==> src/rtl/sie_defines.svh <==
// constants for the system instruction executor
// Function
// - conversion mode: pair-read puts result 9..6 in b, 5..2 in accumulator
// - comparator mode: pair-read puts result 7..4 in b, 3..0 in accumulator
// - control register bit 3 picks mode: 0 conversion, 1 comparator
// - low-read puts result bits 1,0 into accumulator bits 3,2
// - pair-to-comparator in conversion mode only advances the program counter
// - pair-to-comparator in comparator mode writes b to ref 7..4, acc to 3..0
// - control read copies converter control register into accumulator
// - control write copies accumulator into converter control register
// - start clears done flag and starts conversion or comparison per mode
// - done-test with enable bit zero skips on done flag, then clears it
// - done-test with enable bit one is a no-operation
// - no-operation advances program counter, changes nothing else
// - power-off enters ram back-up only right after the enabling instruction
// - enabling instruction validates only the immediately following power-off
// - return-flag test skips when flag is one, flag unchanged
// - watchdog service skips when expiry flag is one, then clears it
// - watchdog stops for good when service follows disable immediately
// - ceramic select picks ceramic oscillator and stops ring oscillator
// - rc select picks rc oscillator and stops ring oscillator
// - clock control register read into and written from accumulator
// - instruction word is 10 bits, upper 6 and lower 4 index the map
`ifndef SIE_DEFINES_SVH
`define SIE_DEFINES_SVH
// ==========================================================
// word layout
`define SIE_WORD_W      10
`define SIE_HI_MSB      9
`define SIE_HI_LSB      4
`define SIE_LO_MSB      3
`define SIE_LO_LSB      0
// ==========================================================
// field positions
`define SIE_MODE_BIT    3
`define SIE_DONE_IE_BIT 2
// ==========================================================
// reset values
`define SIE_NIB_RST     4'h0
`define SIE_REF_RST     8'h00
// ==========================================================
// opcodes, {upper 6, lower 4}
`define SIE_OPC_NOP     10'h000
`define SIE_OPC_POFF    10'h008
`define SIE_OPC_SNZRET  10'h003
`define SIE_OPC_EPOFF   10'h05b
`define SIE_OPC_WDDIS   10'h29c
`define SIE_OPC_WDSVC   10'h2a0
`define SIE_OPC_CERSEL  10'h29a
`define SIE_OPC_RCSEL   10'h29b
`define SIE_OPC_RDOSC   10'h252
`define SIE_OPC_WROSC   10'h216
`define SIE_OPC_RDCONV  10'h244
`define SIE_OPC_WRCONV  10'h204
`define SIE_OPC_SNZDONE 10'h287
`define SIE_OPC_RDPAIR  10'h279
`define SIE_OPC_RDLOW   10'h24f
`define SIE_OPC_WRREF   10'h239
`define SIE_OPC_START   10'h29f
`endif

==> src/rtl/sie_pkg.sv <==
// types of the system instruction executor
package sie_pkg;
  // ==========================================================
  // decoded operations
  typedef enum logic [4:0] {
    SIE_OP_NONE, SIE_OP_NOP, SIE_OP_POFF, SIE_OP_SNZRET, SIE_OP_EPOFF,
    SIE_OP_WDDIS, SIE_OP_WDSVC, SIE_OP_CERSEL, SIE_OP_RCSEL, SIE_OP_RDOSC,
    SIE_OP_WROSC, SIE_OP_RDCONV, SIE_OP_WRCONV, SIE_OP_SNZDONE,
    SIE_OP_RDPAIR, SIE_OP_RDLOW, SIE_OP_WRREF, SIE_OP_START
  } sie_op_e;
  // instruction strobe with word
  typedef struct packed {
    logic       valid;
    logic [9:0] word;
  } sie_instr_s;
  // core registers seen by the executor
  typedef struct packed {
    logic [3:0] acc;
    logic [3:0] b;
  } sie_core_s;
  // sticky flag state
  typedef struct packed {
    logic flag;
  } sie_flag_s;
  // executor state
  typedef struct packed {
    logic [3:0] acc_data;
    logic       acc_wr;
    logic [3:0] b_data;
    logic       b_wr;
    logic       pc_inc;
    logic [3:0] conv_ctrl;
    logic [7:0] comp_ref;
    logic       comp_wr;
    logic       conv_start;
    logic [3:0] osc_ctrl;
    logic       osc_ceramic;
    logic       ring_stop;
    logic       skip_pend;
    logic       prev_enable_power_off_instr;
    logic       prev_wddis;
    logic       wdt_stopped;
    logic       ram_backup;
  } sie_state_s;
endpackage : sie_pkg

==> src/rtl/sie_exec.sv <==
// system instruction executor top
`timescale 1ns/1ns
`default_nettype none
`include "sie_defines.svh"
module sie_exec
  import sie_pkg::*;
(
  input  wire logic              clk_in,
  input  wire logic              rst_b_in,
  input  wire sie_pkg::sie_instr_s instr_in,
  input  wire sie_pkg::sie_core_s  core_in,
  input  wire logic [9:0]        result_in,
  input  wire logic              conv_done_set_in,
  input  wire logic [3:0]        interrupt_control_reg2_in,
  input  wire logic              return_flag_in,
  input  wire logic              watchdog_expire_in,
  output logic                   pc_inc_out,
  output logic                   acc_wr_out,
  output logic [3:0]             acc_data_out,
  output logic                   b_wr_out,
  output logic [3:0]             b_data_out,
  output logic [3:0]             converter_control_reg_out,
  output logic                   compare_mode_bit_out,
  output logic [7:0]             comp_ref_out,
  output logic                   comp_ref_wr_out,
  output logic                   conv_start_out,
  output logic                   conversion_done_flag_out,
  output logic                   watchdog_expiry_flag_out,
  output logic                   watchdog_stopped_out,
  output logic [3:0]             osc_control_reg_out,
  output logic                   osc_ceramic_out,
  output logic                   ring_osc_stop_out,
  output logic                   ram_backup_out
);
  sie_state_s st;
  sie_state_s next_st;
  sie_op_e    op;
  logic       exec;
  logic       mode;
  logic       done_ie;
  logic       done_clr;
  logic       wdf_clr;
  logic       wdf_set;
  logic       done_flag;
  logic       wdf_flag;

  // ==========================================================
  // decode and flags
  sie_decode u_decode (
    .word_in (instr_in.word),
    .op_out  (op)
  );

  sie_flag #(.RST_VAL(1'b0)) u_done_flag (
    .clk_in   (clk_in),
    .rst_b_in (rst_b_in),
    .set_in   (conv_done_set_in),
    .clr_in   (done_clr),
    .flag_out (done_flag)
  );

  // expiry only counts while the watchdog runs
  assign wdf_set = watchdog_expire_in & ~st.wdt_stopped;

  sie_flag #(.RST_VAL(1'b0)) u_wdf_flag (
    .clk_in   (clk_in),
    .rst_b_in (rst_b_in),
    .set_in   (wdf_set),
    .clr_in   (wdf_clr),
    .flag_out (watchdog_expiry_flag_out)
  );
  assign wdf_flag = watchdog_expiry_flag_out;

  // ==========================================================
  // qualifiers
  assign exec    = instr_in.valid & ~st.ram_backup & ~st.skip_pend;
  assign mode    = st.conv_ctrl[`SIE_MODE_BIT];
  assign done_ie = interrupt_control_reg2_in[`SIE_DONE_IE_BIT];

  // ==========================================================
  // next state of the executor
  always_comb
  begin
    next_st            = st;
    next_st.acc_wr     = 1'b0;
    next_st.b_wr       = 1'b0;
    next_st.comp_wr    = 1'b0;
    next_st.conv_start = 1'b0;
    next_st.pc_inc     = 1'b0;
    done_clr           = 1'b0;
    wdf_clr            = 1'b0;
    if (instr_in.valid && !st.ram_backup && st.skip_pend)
    begin
      // skipped word: only the counter moves
      next_st.pc_inc     = 1'b1;
      next_st.skip_pend  = 1'b0;
      next_st.prev_enable_power_off_instr  = 1'b0;
      next_st.prev_wddis = 1'b0;
    end
    else if (exec)
    begin
      next_st.pc_inc     = 1'b1;
      next_st.prev_enable_power_off_instr  = 1'b0;
      next_st.prev_wddis = 1'b0;
      case (op)
        SIE_OP_RDPAIR:
        begin
          next_st.acc_wr = 1'b1;
          next_st.b_wr   = 1'b1;
          if (!mode)
          begin
            next_st.b_data   = result_in[9:6];
            next_st.acc_data = result_in[5:2];
          end
          else
          begin
            next_st.b_data   = result_in[7:4];
            next_st.acc_data = result_in[3:0];
          end
        end
        SIE_OP_RDLOW:
        begin
          next_st.acc_wr   = 1'b1;
          next_st.acc_data = {result_in[1:0], core_in.acc[1:0]};
        end
        SIE_OP_WRREF:
        begin
          if (mode)
          begin
            next_st.comp_ref = {core_in.b, core_in.acc};
            next_st.comp_wr  = 1'b1;
          end
        end
        SIE_OP_RDCONV:
        begin
          next_st.acc_wr   = 1'b1;
          next_st.acc_data = st.conv_ctrl;
        end
        SIE_OP_WRCONV:
          next_st.conv_ctrl = core_in.acc;
        SIE_OP_START:
        begin
          done_clr           = 1'b1;
          next_st.conv_start = 1'b1;
        end
        SIE_OP_SNZDONE:
        begin
          if (!done_ie && done_flag)
          begin
            next_st.skip_pend = 1'b1;
            done_clr          = 1'b1;
          end
        end
        SIE_OP_POFF:
        begin
          if (st.prev_enable_power_off_instr)
            next_st.ram_backup = 1'b1;
        end
        SIE_OP_EPOFF:
          next_st.prev_enable_power_off_instr = 1'b1;
        SIE_OP_SNZRET:
          next_st.skip_pend = return_flag_in;
        SIE_OP_WDDIS:
          next_st.prev_wddis = 1'b1;
        SIE_OP_WDSVC:
        begin
          if (wdf_flag)
          begin
            next_st.skip_pend = 1'b1;
            wdf_clr           = 1'b1;
          end
          if (st.prev_wddis)
            next_st.wdt_stopped = 1'b1;
        end
        SIE_OP_CERSEL:
        begin
          next_st.osc_ceramic = 1'b1;
          next_st.ring_stop   = 1'b1;
        end
        SIE_OP_RCSEL:
        begin
          next_st.osc_ceramic = 1'b0;
          next_st.ring_stop   = 1'b1;
        end
        SIE_OP_RDOSC:
        begin
          next_st.acc_wr   = 1'b1;
          next_st.acc_data = st.osc_ctrl;
        end
        SIE_OP_WROSC:
          next_st.osc_ctrl = core_in.acc;
        default:
          next_st.skip_pend = 1'b0;
      endcase
    end
  end

  // ==========================================================
  // state register
  always_ff @(posedge clk_in or negedge rst_b_in)
  begin
    if (!rst_b_in)
      st <= '0;
    else
      st <= next_st;
  end

  // ==========================================================
  // outputs straight from state
  assign pc_inc_out                = st.pc_inc;
  assign acc_wr_out                = st.acc_wr;
  assign acc_data_out              = st.acc_data;
  assign b_wr_out                  = st.b_wr;
  assign b_data_out                = st.b_data;
  assign converter_control_reg_out = st.conv_ctrl;
  assign compare_mode_bit_out      = st.conv_ctrl[`SIE_MODE_BIT];
  assign comp_ref_out              = st.comp_ref;
  assign comp_ref_wr_out           = st.comp_wr;
  assign conv_start_out            = st.conv_start;
  assign conversion_done_flag_out  = done_flag;
  assign watchdog_stopped_out      = st.wdt_stopped;
  assign osc_control_reg_out       = st.osc_ctrl;
  assign osc_ceramic_out           = st.osc_ceramic;
  assign ring_osc_stop_out         = st.ring_stop;
  assign ram_backup_out            = st.ram_backup;
endmodule : sie_exec
`default_nettype wire

==> src/rtl/sie_decode.sv <==
// opcode decoder of the system instruction executor
`timescale 1ns/1ns
`default_nettype none
`include "sie_defines.svh"
module sie_decode
  import sie_pkg::*;
(
  input  wire logic [9:0] word_in,
  output var sie_pkg::sie_op_e op_out
);
  logic [5:0] hi;
  logic [3:0] lo;
  // ==========================================================
  // index fields of the map
  assign hi = word_in[`SIE_HI_MSB:`SIE_HI_LSB];
  assign lo = word_in[`SIE_LO_MSB:`SIE_LO_LSB];
  // match the word against the handled opcodes
  always_comb
  begin
    case ({hi, lo})
      `SIE_OPC_NOP:     op_out = SIE_OP_NOP;
      `SIE_OPC_POFF:    op_out = SIE_OP_POFF;
      `SIE_OPC_SNZRET:  op_out = SIE_OP_SNZRET;
      `SIE_OPC_EPOFF:   op_out = SIE_OP_EPOFF;
      `SIE_OPC_WDDIS:   op_out = SIE_OP_WDDIS;
      `SIE_OPC_WDSVC:   op_out = SIE_OP_WDSVC;
      `SIE_OPC_CERSEL:  op_out = SIE_OP_CERSEL;
      `SIE_OPC_RCSEL:   op_out = SIE_OP_RCSEL;
      `SIE_OPC_RDOSC:   op_out = SIE_OP_RDOSC;
      `SIE_OPC_WROSC:   op_out = SIE_OP_WROSC;
      `SIE_OPC_RDCONV:  op_out = SIE_OP_RDCONV;
      `SIE_OPC_WRCONV:  op_out = SIE_OP_WRCONV;
      `SIE_OPC_SNZDONE: op_out = SIE_OP_SNZDONE;
      `SIE_OPC_RDPAIR:  op_out = SIE_OP_RDPAIR;
      `SIE_OPC_RDLOW:   op_out = SIE_OP_RDLOW;
      `SIE_OPC_WRREF:   op_out = SIE_OP_WRREF;
      `SIE_OPC_START:   op_out = SIE_OP_START;
      default:          op_out = SIE_OP_NONE;
    endcase
  end
endmodule : sie_decode
`default_nettype wire

==> src/rtl/sie_flag.sv <==
// sticky flag, set wins over clear
`timescale 1ns/1ns
`default_nettype none
module sie_flag
  import sie_pkg::*;
#(
  parameter logic RST_VAL = 1'b0
)
(
  input  wire logic clk_in,
  input  wire logic rst_b_in,
  input  wire logic set_in,
  input  wire logic clr_in,
  output var  logic flag_out
);
  sie_flag_s st;
  sie_flag_s next_st;
  // ==========================================================
  // next value: set beats a same-cycle clear
  always_comb
  begin
    next_st = st;
    if (set_in)
      next_st.flag = 1'b1;
    else if (clr_in)
      next_st.flag = 1'b0;
  end
  // state register
  always_ff @(posedge clk_in or negedge rst_b_in)
  begin
    if (!rst_b_in)
      st <= '{flag: RST_VAL};
    else
      st <= next_st;
  end
  assign flag_out = st.flag;
endmodule : sie_flag
`default_nettype wire

==> config.mk <==
export PLATFORM = sky130hd
export DESIGN_NAME = sie_exec
export DESIGN_NICKNAME = d
export VERILOG_FILES = /design/src/rtl/sie_pkg.sv /design/src/rtl/sie_exec.sv /design/src/rtl/sie_decode.sv /design/src/rtl/sie_flag.sv
export VERILOG_INCLUDE_DIRS = /design/src /design/src/rtl
export SDC_FILE = /design/constraint.sdc
export NUM_CORES = 1
export LEC_CHECK = 0
export BUFFER_PORTS_ARGS = -buffer_cell sky130_fd_sc_hd__buf_2
export CAP_MARGIN = 20
export CORE_UTILIZATION = 45
export DETAILED_ROUTE_END_ITERATION = 7
export MAX_ROUTING_LAYER = met4
export PLACE_DENSITY = 0.79
export SLEW_MARGIN = 10
export SYNTH_ARGS = -nofsm -noshare
export SYNTH_HDL_FRONTEND = slang
export SYNTH_SLANG_ARGS = --single-unit
==> constraint.sdc <==
create_clock -name clk_in -period 1.9 [get_ports clk_in]
set_input_delay 0.095 -clock clk_in [delete_from_list [all_inputs] [get_ports clk_in]]
set_output_delay 0.095 -clock clk_in [all_outputs]
set_load 0.1 [all_outputs]
==> impl_summary.txt, run 1 <==
----------------------------------------------------
[Setup path]
  Element type at the critical path end ... flop
  Cells along the critical path ... nand2b_4 > or2_4 > a211o_4 > nor3_4 > buf_6 > mux2_4
  Critical Path Start Type ... flop
  Crit Path Category ... flop to flop
  WP buf/inv ... 1
  Depth of the worst register-to-register path ... 6
  FF-to-FF setup slack ... -2 ps
  Cell family contributing the most delay on the critical path ... simple AND/OR/NAND/NOR gates
  Critical path peak fanout ... 4
  Data required time at the worst endpoint ... 2080 ps
  Data arrival, critical path ... 2080 ps
  Capturing point of the worst reg2reg path ... converter_control_reg_out[1]
  Crit-path slowest cell ... sky130_fd_sc_hd__dfrtp_4
  R2r startpoint ... ram_backup_out
  Max stage delay on crit path ... 480 ps

[Floorplanning]
  Boundary pin count ... 74
  Die outline width ... 73.4 µm
  Initial core utilization ... 47.6%
  Cell Rows ... 25
  Die outline area ... approximately 5400 µm²
  Core footprint ... 4820 µm²
  Die span in y ... 73.4 µm

[Pwr]
  Worst ir drop on vdd ... approximately 0.38 mV
  Total power density per cell area ... 582 nW/µm²
  Static Leakage ... ~1.5 nW

[Timing]
  Sum Neg Setup Slack ... -2.30 ps
  Final Hold Fails ... 0
  Worst-Margin Slew ... 846 ps
  Setup violations, final ... 1
  Worst-case clock skew ... about 11 ps
  Final period util ... 100%
  Final critical-path required period ... 1900 ps
  Maximum clock rate ... 526 MHz
  Relative slew slack ... 43.6%
  Fin. max-slew vios ... 0
  RSZ-0062 raised after global routing ... yes
  Crit path setup slack, layout ... -2.30 ps

[Clock network]
  Clock transition at the register clock pins on the worst setup and hold paths after CTS ... 70 ps
  CTS tree ... yes
  Number of clock sinks ... 38
  Number of levels in the clock H-tree ... 2
  Bufs on Longest Clock Path ... 2
  CTS buffer count ... 5
  Clock root buffer master ... sky130_fd_sc_hd__clkbuf_8
  Worst-Skew Late Latency ... 290 ps

[Drt]
  Iteration-0 DRC Markers ... 102
  Wire length on met1 ... 2560 µm
  Met2 Wirelength ... 2800 µm
  Via-per-instance ratio ... 5.35
  Detail-routed net length per standard cell ... around 16 µm
  Routed length on met3 ... slightly below 300 µm
  Number of vias after detailed routing ... 1981
  Final routed wirelength across all metal layers ... 5770 µm
  Remaining antenna violation count ... 0
  Detailed Routing Iterations Pass 1 ... 4
  Total DRC errors in the routed layout ... 0
  Uppermost layer routed ... met4

[Logic synthesis]
  Dominant cell type by area after synthesis ... sky130_fd_sc_hd__dfrtp_1
  Most frequently used cell type in the post-synthesis netlist ... sky130_fd_sc_hd__dfrtp_1
  Syn Inst Count ... ~220
  Count of distinct cell types in the synthesized netlist ... 53
  Commonest cells post-synth ... sky130_fd_sc_hd__dfrtp_1, sky130_fd_sc_hd__buf_4, sky130_fd_sc_hd__mux2_2, sky130_fd_sc_hd__nand2_1, sky130_fd_sc_hd__nor2_1
  Ranking of synthesized cells by area ... sky130_fd_sc_hd__dfrtp_1, sky130_fd_sc_hd__mux2_2, sky130_fd_sc_hd__buf_4
  Number of flops mapped to enable cells by yosys ... 0
  Number of storage elements in the synthesis netlist ... 38
  Fraction of synthesis flops using an asynchronous set or reset pin ... 100%
  Synth Net Count ... 257
  Area share of the largest cell type after synthesis ... 41.5%
  Combined area of all synthesized cells ... about 2300 µm²
  Average cell area after synthesis ... approximately 10 µm²
  Count of warnings emitted by yosys ... 0
  Sequential share of the synthesized area ... 41.5%
  Top_reg_cell synth ... sky130_fd_sc_hd__dfrtp_1

[GRT]
  Vias in the first global route ... between 1500 and 2000
  Antenna violations before repair ... 0
  Global Route Usage Sum ... 23.2%
  Global-route wire length before repair ... 9010 µm
  Pin count of the biggest net entering global routing ... 39
  Residual overflow from global routing ... 0

[Placement]
  Detail Placement HPWL ... 4410 µm
  Port Buffer Count ... 70
  Worst slack at placement ... -45.3 ps
  Routability cong. ... 0.906

[Flow run]
  Max-cap viol count ... 0

[Finish]
  Area growth from synthesis to layout ... 29.7%
  Nets@finish ... 340
  Diodes inserted ... 0
  Share of post-route cells with drive strength above 1 ... 54.5%
  Final core occ ... 61.7%

[Worst hold path]
  Worst hold path stage count ... 2
  Start point of the worst min-delay path ... conv_done_set_in
  Destination of the worst hold path ... u_done_flag.flag_out
  Hold/Removal Path Class ... input pin to flop

[Run status]
  Violations in the final reports ... negative setup slack
  Status ... finished with violations

----------------------------------------------------
[routing by layer]
layer | vias up | global-route usage [%]
met5 | - | -
met2 | 66 | 36.8
met3 | 14 | 3.84
met4 | 0 | 7.48
met1 | 961 | 30.4
li1 | 940 | -
[repair_timing]
item / 4_1_cts / 5_1_grt
setup buffers: 0 / 3
hold endpoints to repair: 38 / 0
resized for setup: 0 / 3
hold buffers: 1 / 0
setup endpoints to repair: 0 / 13
[power by group]
group	internal (mW)	switching, mW
clock network	0.292	0.293
logic	0.110	0.207
registers	0.820	0.00765
[worst register-to-register path, stage by stage (launching register included)]
cell,delay [ps]
sky130_fd_sc_hd__dfrtp_4,480
sky130_fd_sc_hd__nand2b_4,150
sky130_fd_sc_hd__or2_4,230
sky130_fd_sc_hd__a211o_4,280
sky130_fd_sc_hd__nor3_4,190
sky130_fd_sc_hd__buf_6,160
sky130_fd_sc_hd__mux2_4,300
[sequential cells by signal (all words and copies together) (netlist names)]
signal                     flops
osc_control_reg_out            4
b_wr_out                       1
watchdog_stopped_out           1
pc_inc_out                     1
acc_data_out                   4
b_data_out                     4
ram_backup_out                 1
comp_ref_wr_out                1
conv_start_out                 1
st                             3
acc_wr_out                     1
u_wdf_flag.flag_out            1
u_done_flag.flag_out           1
comp_ref_out                   8
converter_control_reg_out      4
ring_osc_stop_out              1
osc_ceramic_out                1
[cell families (layout without fill, tap and decap cells)]
family,after synthesis,after routing,synth area share (%)
flops,38,38,41.5
compound gates,36,36,11.8
simple gates,73,73,19.9
xor+xnor,2,2,0.765
buf+inv,39,123,10.9
mux,31,31,15.2
[through the flow]
step / std cells / instance area (µm²) / hold slack (ps) / total power [mW]
finish: 370 / 2970 / 14.9 / 1.73
global route: 370 / 2970 / 11.3 / 1.80
CTS: 367 / 2920 / 8.85 / 1.74
detailed placement: 358 / 2820 / 251 / 1.15
global placement: 358 / 2820 / 242 / 1.15
floorplan: 219 / 2340 / -201 / 1.04
[cells in the final DEF, fill, tap and decap left out, types with 4 or more instances in the layout]
cell type	n
sky130_fd_sc_hd__buf_2	70
sky130_fd_sc_hd__o21ai_0	7
sky130_fd_sc_hd__nand2b_1	4
sky130_fd_sc_hd__inv_1	5
sky130_fd_sc_hd__mux2_4	5
sky130_fd_sc_hd__a21oi_1	5
sky130_fd_sc_hd__dfrtp_1	36
sky130_fd_sc_hd__mux2i_1	4
sky130_fd_sc_hd__nand2_1	17
sky130_fd_sc_hd__mux2_2	22
sky130_fd_sc_hd__clkbuf_8	6
sky130_fd_sc_hd__nor2_1	10
sky130_fd_sc_hd__nand4_1	4
sky130_fd_sc_hd__nand3_1	4
sky130_fd_sc_hd__a31oi_1	4
sky130_fd_sc_hd__buf_4	36
[worst max path at each step]
| stage | startpoint | end | slack, ps | depth (start not counted) |
|---|---|---|---|---|
| 6_report | ram_backup_out | converter_control_reg_out[1] | -2 | 6 |
| 2_1_floorplan | ram_backup_out | converter_control_reg_out[3] | -230 | 6 |
| 5_1_grt | ram_backup_out | converter_control_reg_out[0] | -60 | 6 |
| 3_5_place_dp | instr_in[2] | comp_ref_out[1] | -50 | 7 |
| 4_1_cts | ram_backup_out | converter_control_reg_out[1] | 0.5 | 5 |
| 3_3_place_gp | instr_in[2] | comp_ref_out[0] | 0.4 | 7 |
[area by class of cell]
cell class                 instances  area [µm²]
multi-input combinational        142        1140
inverter                           5        18.8
clock inverter                     2        12.5
timing repair buffer             110         682
clock buffer                       6        82.6
fill                             428        1850
sequential                        38         956
tap                               67        83.8
No activity file was read; power rests on OpenSTA's default activity.
==> run 2: changes to the inputs <==
--- a/config.mk
+++ b/config.mk
@@ -6,12 +6,12 @@
 export SDC_FILE = /design/constraint.sdc
 export NUM_CORES = 1
 export LEC_CHECK = 0
-export BUFFER_PORTS_ARGS = -buffer_cell sky130_fd_sc_hd__buf_2
 export CAP_MARGIN = 20
 export CORE_UTILIZATION = 45
 export DETAILED_ROUTE_END_ITERATION = 7
+export DONT_BUFFER_PORTS = 1
 export MAX_ROUTING_LAYER = met4
-export PLACE_DENSITY = 0.79
+export PLACE_DENSITY = 0.66
 export SLEW_MARGIN = 10
 export SYNTH_ARGS = -nofsm -noshare
 export SYNTH_HDL_FRONTEND = slang
==> run 2 against run 1 <==
The run now ends clean; sequential share of layout area up 1.7 points; via count down 10%; hold slack worse by 2.5 ps; clock skew down 2.4 ps; core utilization down 3.0 points; sequential power about the same; flip-flop and latch count unchanged; final area down 4.9%; routed wire length down 6.6%.
==> impl_summary.txt, run 2 (synthesis gave the netlist of run 1 again) <==
----------------------------------------------------
[Run status]
  Status ... finished, final reports clean

[Finish]
  Fill cell count ... 439
  Multi-input logic area ... 1120 µm²
  Area growth from synthesis to layout ... 23.3%
  Nets@finish ... slightly below 300
  Max reg flops ... 8
  Share of post-route cells with drive strength above 1 ... roughly two fifths
  Leading cell types in the layout, fill and taps excluded ... sky130_fd_sc_hd__buf_4, sky130_fd_sc_hd__dfrtp_1, sky130_fd_sc_hd__mux2_2, sky130_fd_sc_hd__nand2_1, sky130_fd_sc_hd__dlygate4sd3_1
  Sequential standard cell area ... 956 µm²
  Final core occ ... 58.6%
  Most common cell after layout, fill and taps aside ... sky130_fd_sc_hd__buf_4
  Diodes inserted ... 0

[Pwr]
  Static Leakage ... between 1 and 1.5 nW
  Total power density per cell area ... 587 nW/µm²
  Worst ir drop on vdd ... between 0.4 and 0.5 mV

[Floorplanning]
  Core footprint ... 4820 µm²
  Die outline width ... 73.4 µm
  Cell Rows ... 25
  Initial core utilization ... 47.6%
  Die outline area ... 5380 µm²
  Die span in y ... 73.4 µm
  Boundary pin count ... 74

[Timing]
  Relative slew slack ... 64.0%
  Hold WS ... 12.4 ps
  Final period util ... 99.0%
  Maximum clock rate ... 532 MHz
  Setup violations, final ... 0
  Final Hold Fails ... 0
  Fin. max-slew vios ... 0
  Sum Neg Setup Slack ... 0 ps
  Worst-Margin Slew ... 544 ps
  Final critical-path required period ... ~1900 ps
  RSZ-0062 raised after global routing ... yes
  Worst-case clock skew ... 8.23 ps

[Setup path]
  Cells along the critical path ... nand2b_4 > or2_4 > a211o_1 > nor3_4 > buf_6 > mux2_4
  Crit Path Category ... flop to flop
  Critical path peak fanout ... 4
  Max stage delay on crit path ... 470 ps
  R2r startpoint ... ram_backup_out
  Data arrival, critical path ... 2050 ps
  Data required time at the worst endpoint ... 2070 ps
  WP buf/inv ... 1
  Cell family contributing the most delay on the critical path ... simple AND/OR/NAND/NOR gates
  Worst setup path start ... ram_backup_out
  Depth of the worst register-to-register path ... 6
  Count of cell instances traversed by the critical path ... 6
  Critical Path Start Type ... flop
  Element type at the critical path end ... flop
  Crit-path slowest cell ... sky130_fd_sc_hd__dfrtp_4

[Worst hold path]
  Hold/Removal Path Class ... input pin to flop
  Start point of the worst min-delay path ... interrupt_control_reg2_in[2]
  Worst hold path stage count ... 2

[Clock network]
  Worst-Skew Late Latency ... 290 ps
  Number of levels in the clock H-tree ... 2
  Clock transition at the register clock pins on the worst setup and hold paths after CTS ... approximately 80 ps
  CTS buffer count ... 5
  CTS tree ... yes
  Number of clock sinks ... 38
  Bufs on Longest Clock Path ... 2
  Clock root buffer master ... sky130_fd_sc_hd__clkbuf_8

[Placement]
  Routability cong. ... 0.832
  Detail Placement HPWL ... 3980 µm
  Port Buffer Count ... 0

[Drt]
  Wire length on met1 ... 2320 µm
  Number of vias after detailed routing ... 1780
  Detail-routed net length per standard cell ... 16.6 µm
  Via-per-instance ratio ... 5.48
  Iteration-0 DRC Markers ... 111
  Routed length on met3 ... between 300 and 400 µm
  Met2 Wirelength ... 2650 µm
  Total DRC errors in the routed layout ... 0
  Remaining antenna violation count ... 0
  Uppermost layer routed ... met4
  Detailed Routing Iterations Pass 1 ... 4
  Final routed wirelength across all metal layers ... 5390 µm

[GRT]
  Pin count of the biggest net entering global routing ... 39
  Global Route Usage Sum ... between 20% and 30%
  Antenna violations before repair ... 0
  Residual overflow from global routing ... 0
  Vias in the first global route ... 1747
  Global-route wire length before repair ... 8490 µm

[Flow run]
  Max-cap viol count ... 0

----------------------------------------------------
==> run 2: changes by cell type in the layout (fill, tap and decap cells not counted), sizes merged <==
cell and delta:
dlygate4sd3 +11, buf -56
==> run 2: final timing paths <==
| check | endpoint | slack [ps] |
|---|---|---|
| max reg2reg | converter_control_reg_out[3] | 20 |
| max | converter_control_reg_out[3] | 20 |
| min reg2reg | u_wdf_flag.flag_out | 500 |
| max in group asynchronous | ram_backup_out | 1430 |
| min in group asynchronous | st[3] | 270 |
| min | u_done_flag.flag_out | 10 |
==> run 2: timing repair <==
item,4_1_cts,5_1_grt
gates cloned,0,0
pin swaps,1,1
endpoints found under the hold margin,57,0
resized for setup,0,1
buffers inserted,1,1
setup endpoints to repair,7,4
hold buffers,13,0
==> run 2: per-stage QoR <==
step                      power [mW]  instance area [µm²]  setup slack (ps)  cells
after CTS                       1.67                 2810              19.1    324
after detailed placement        1.05                 2560             -32.0    302
final                           1.66                 2830              19.0    325
after global routing            1.72                 2830             -20.6    325
after global placement          1.05                 2560              8.56    302
after floorplan                 1.04                 2340              -228    219
==> run 2: metal layers <==
| metal | GRT usage, % | vias to the layer above |
|---|---|---|
| met5 | - | - |
| met4 | 7.48 | 0 |
| met3 | 4.53 | 8 |
| met2 | 32.6 | 62 |
| met1 | 29.3 | 865 |
| li1 | - | 845 |
==> run 2: report_power, final <==
part | internal (mW) | total, mW | switching [mW]
sequential | 0.820 | 0.828 | 0.00806
combinational | 0.0874 | 0.249 | 0.161
clock | 0.292 | 0.583 | 0.291
==> run 2: final cells by class <==
| class | instances | share of cell area [%] |
|---|---|---|
| clock buffers | 6 | 2.92 |
| clock inverters | 2 | 0.443 |
| inverters | 5 | 0.664 |
| multi-input cells | 142 | 39.8 |
| flip-flops and latches | 38 | 33.8 |
| well taps | 67 | 2.97 |
| repair buffers | 65 | 19.4 |
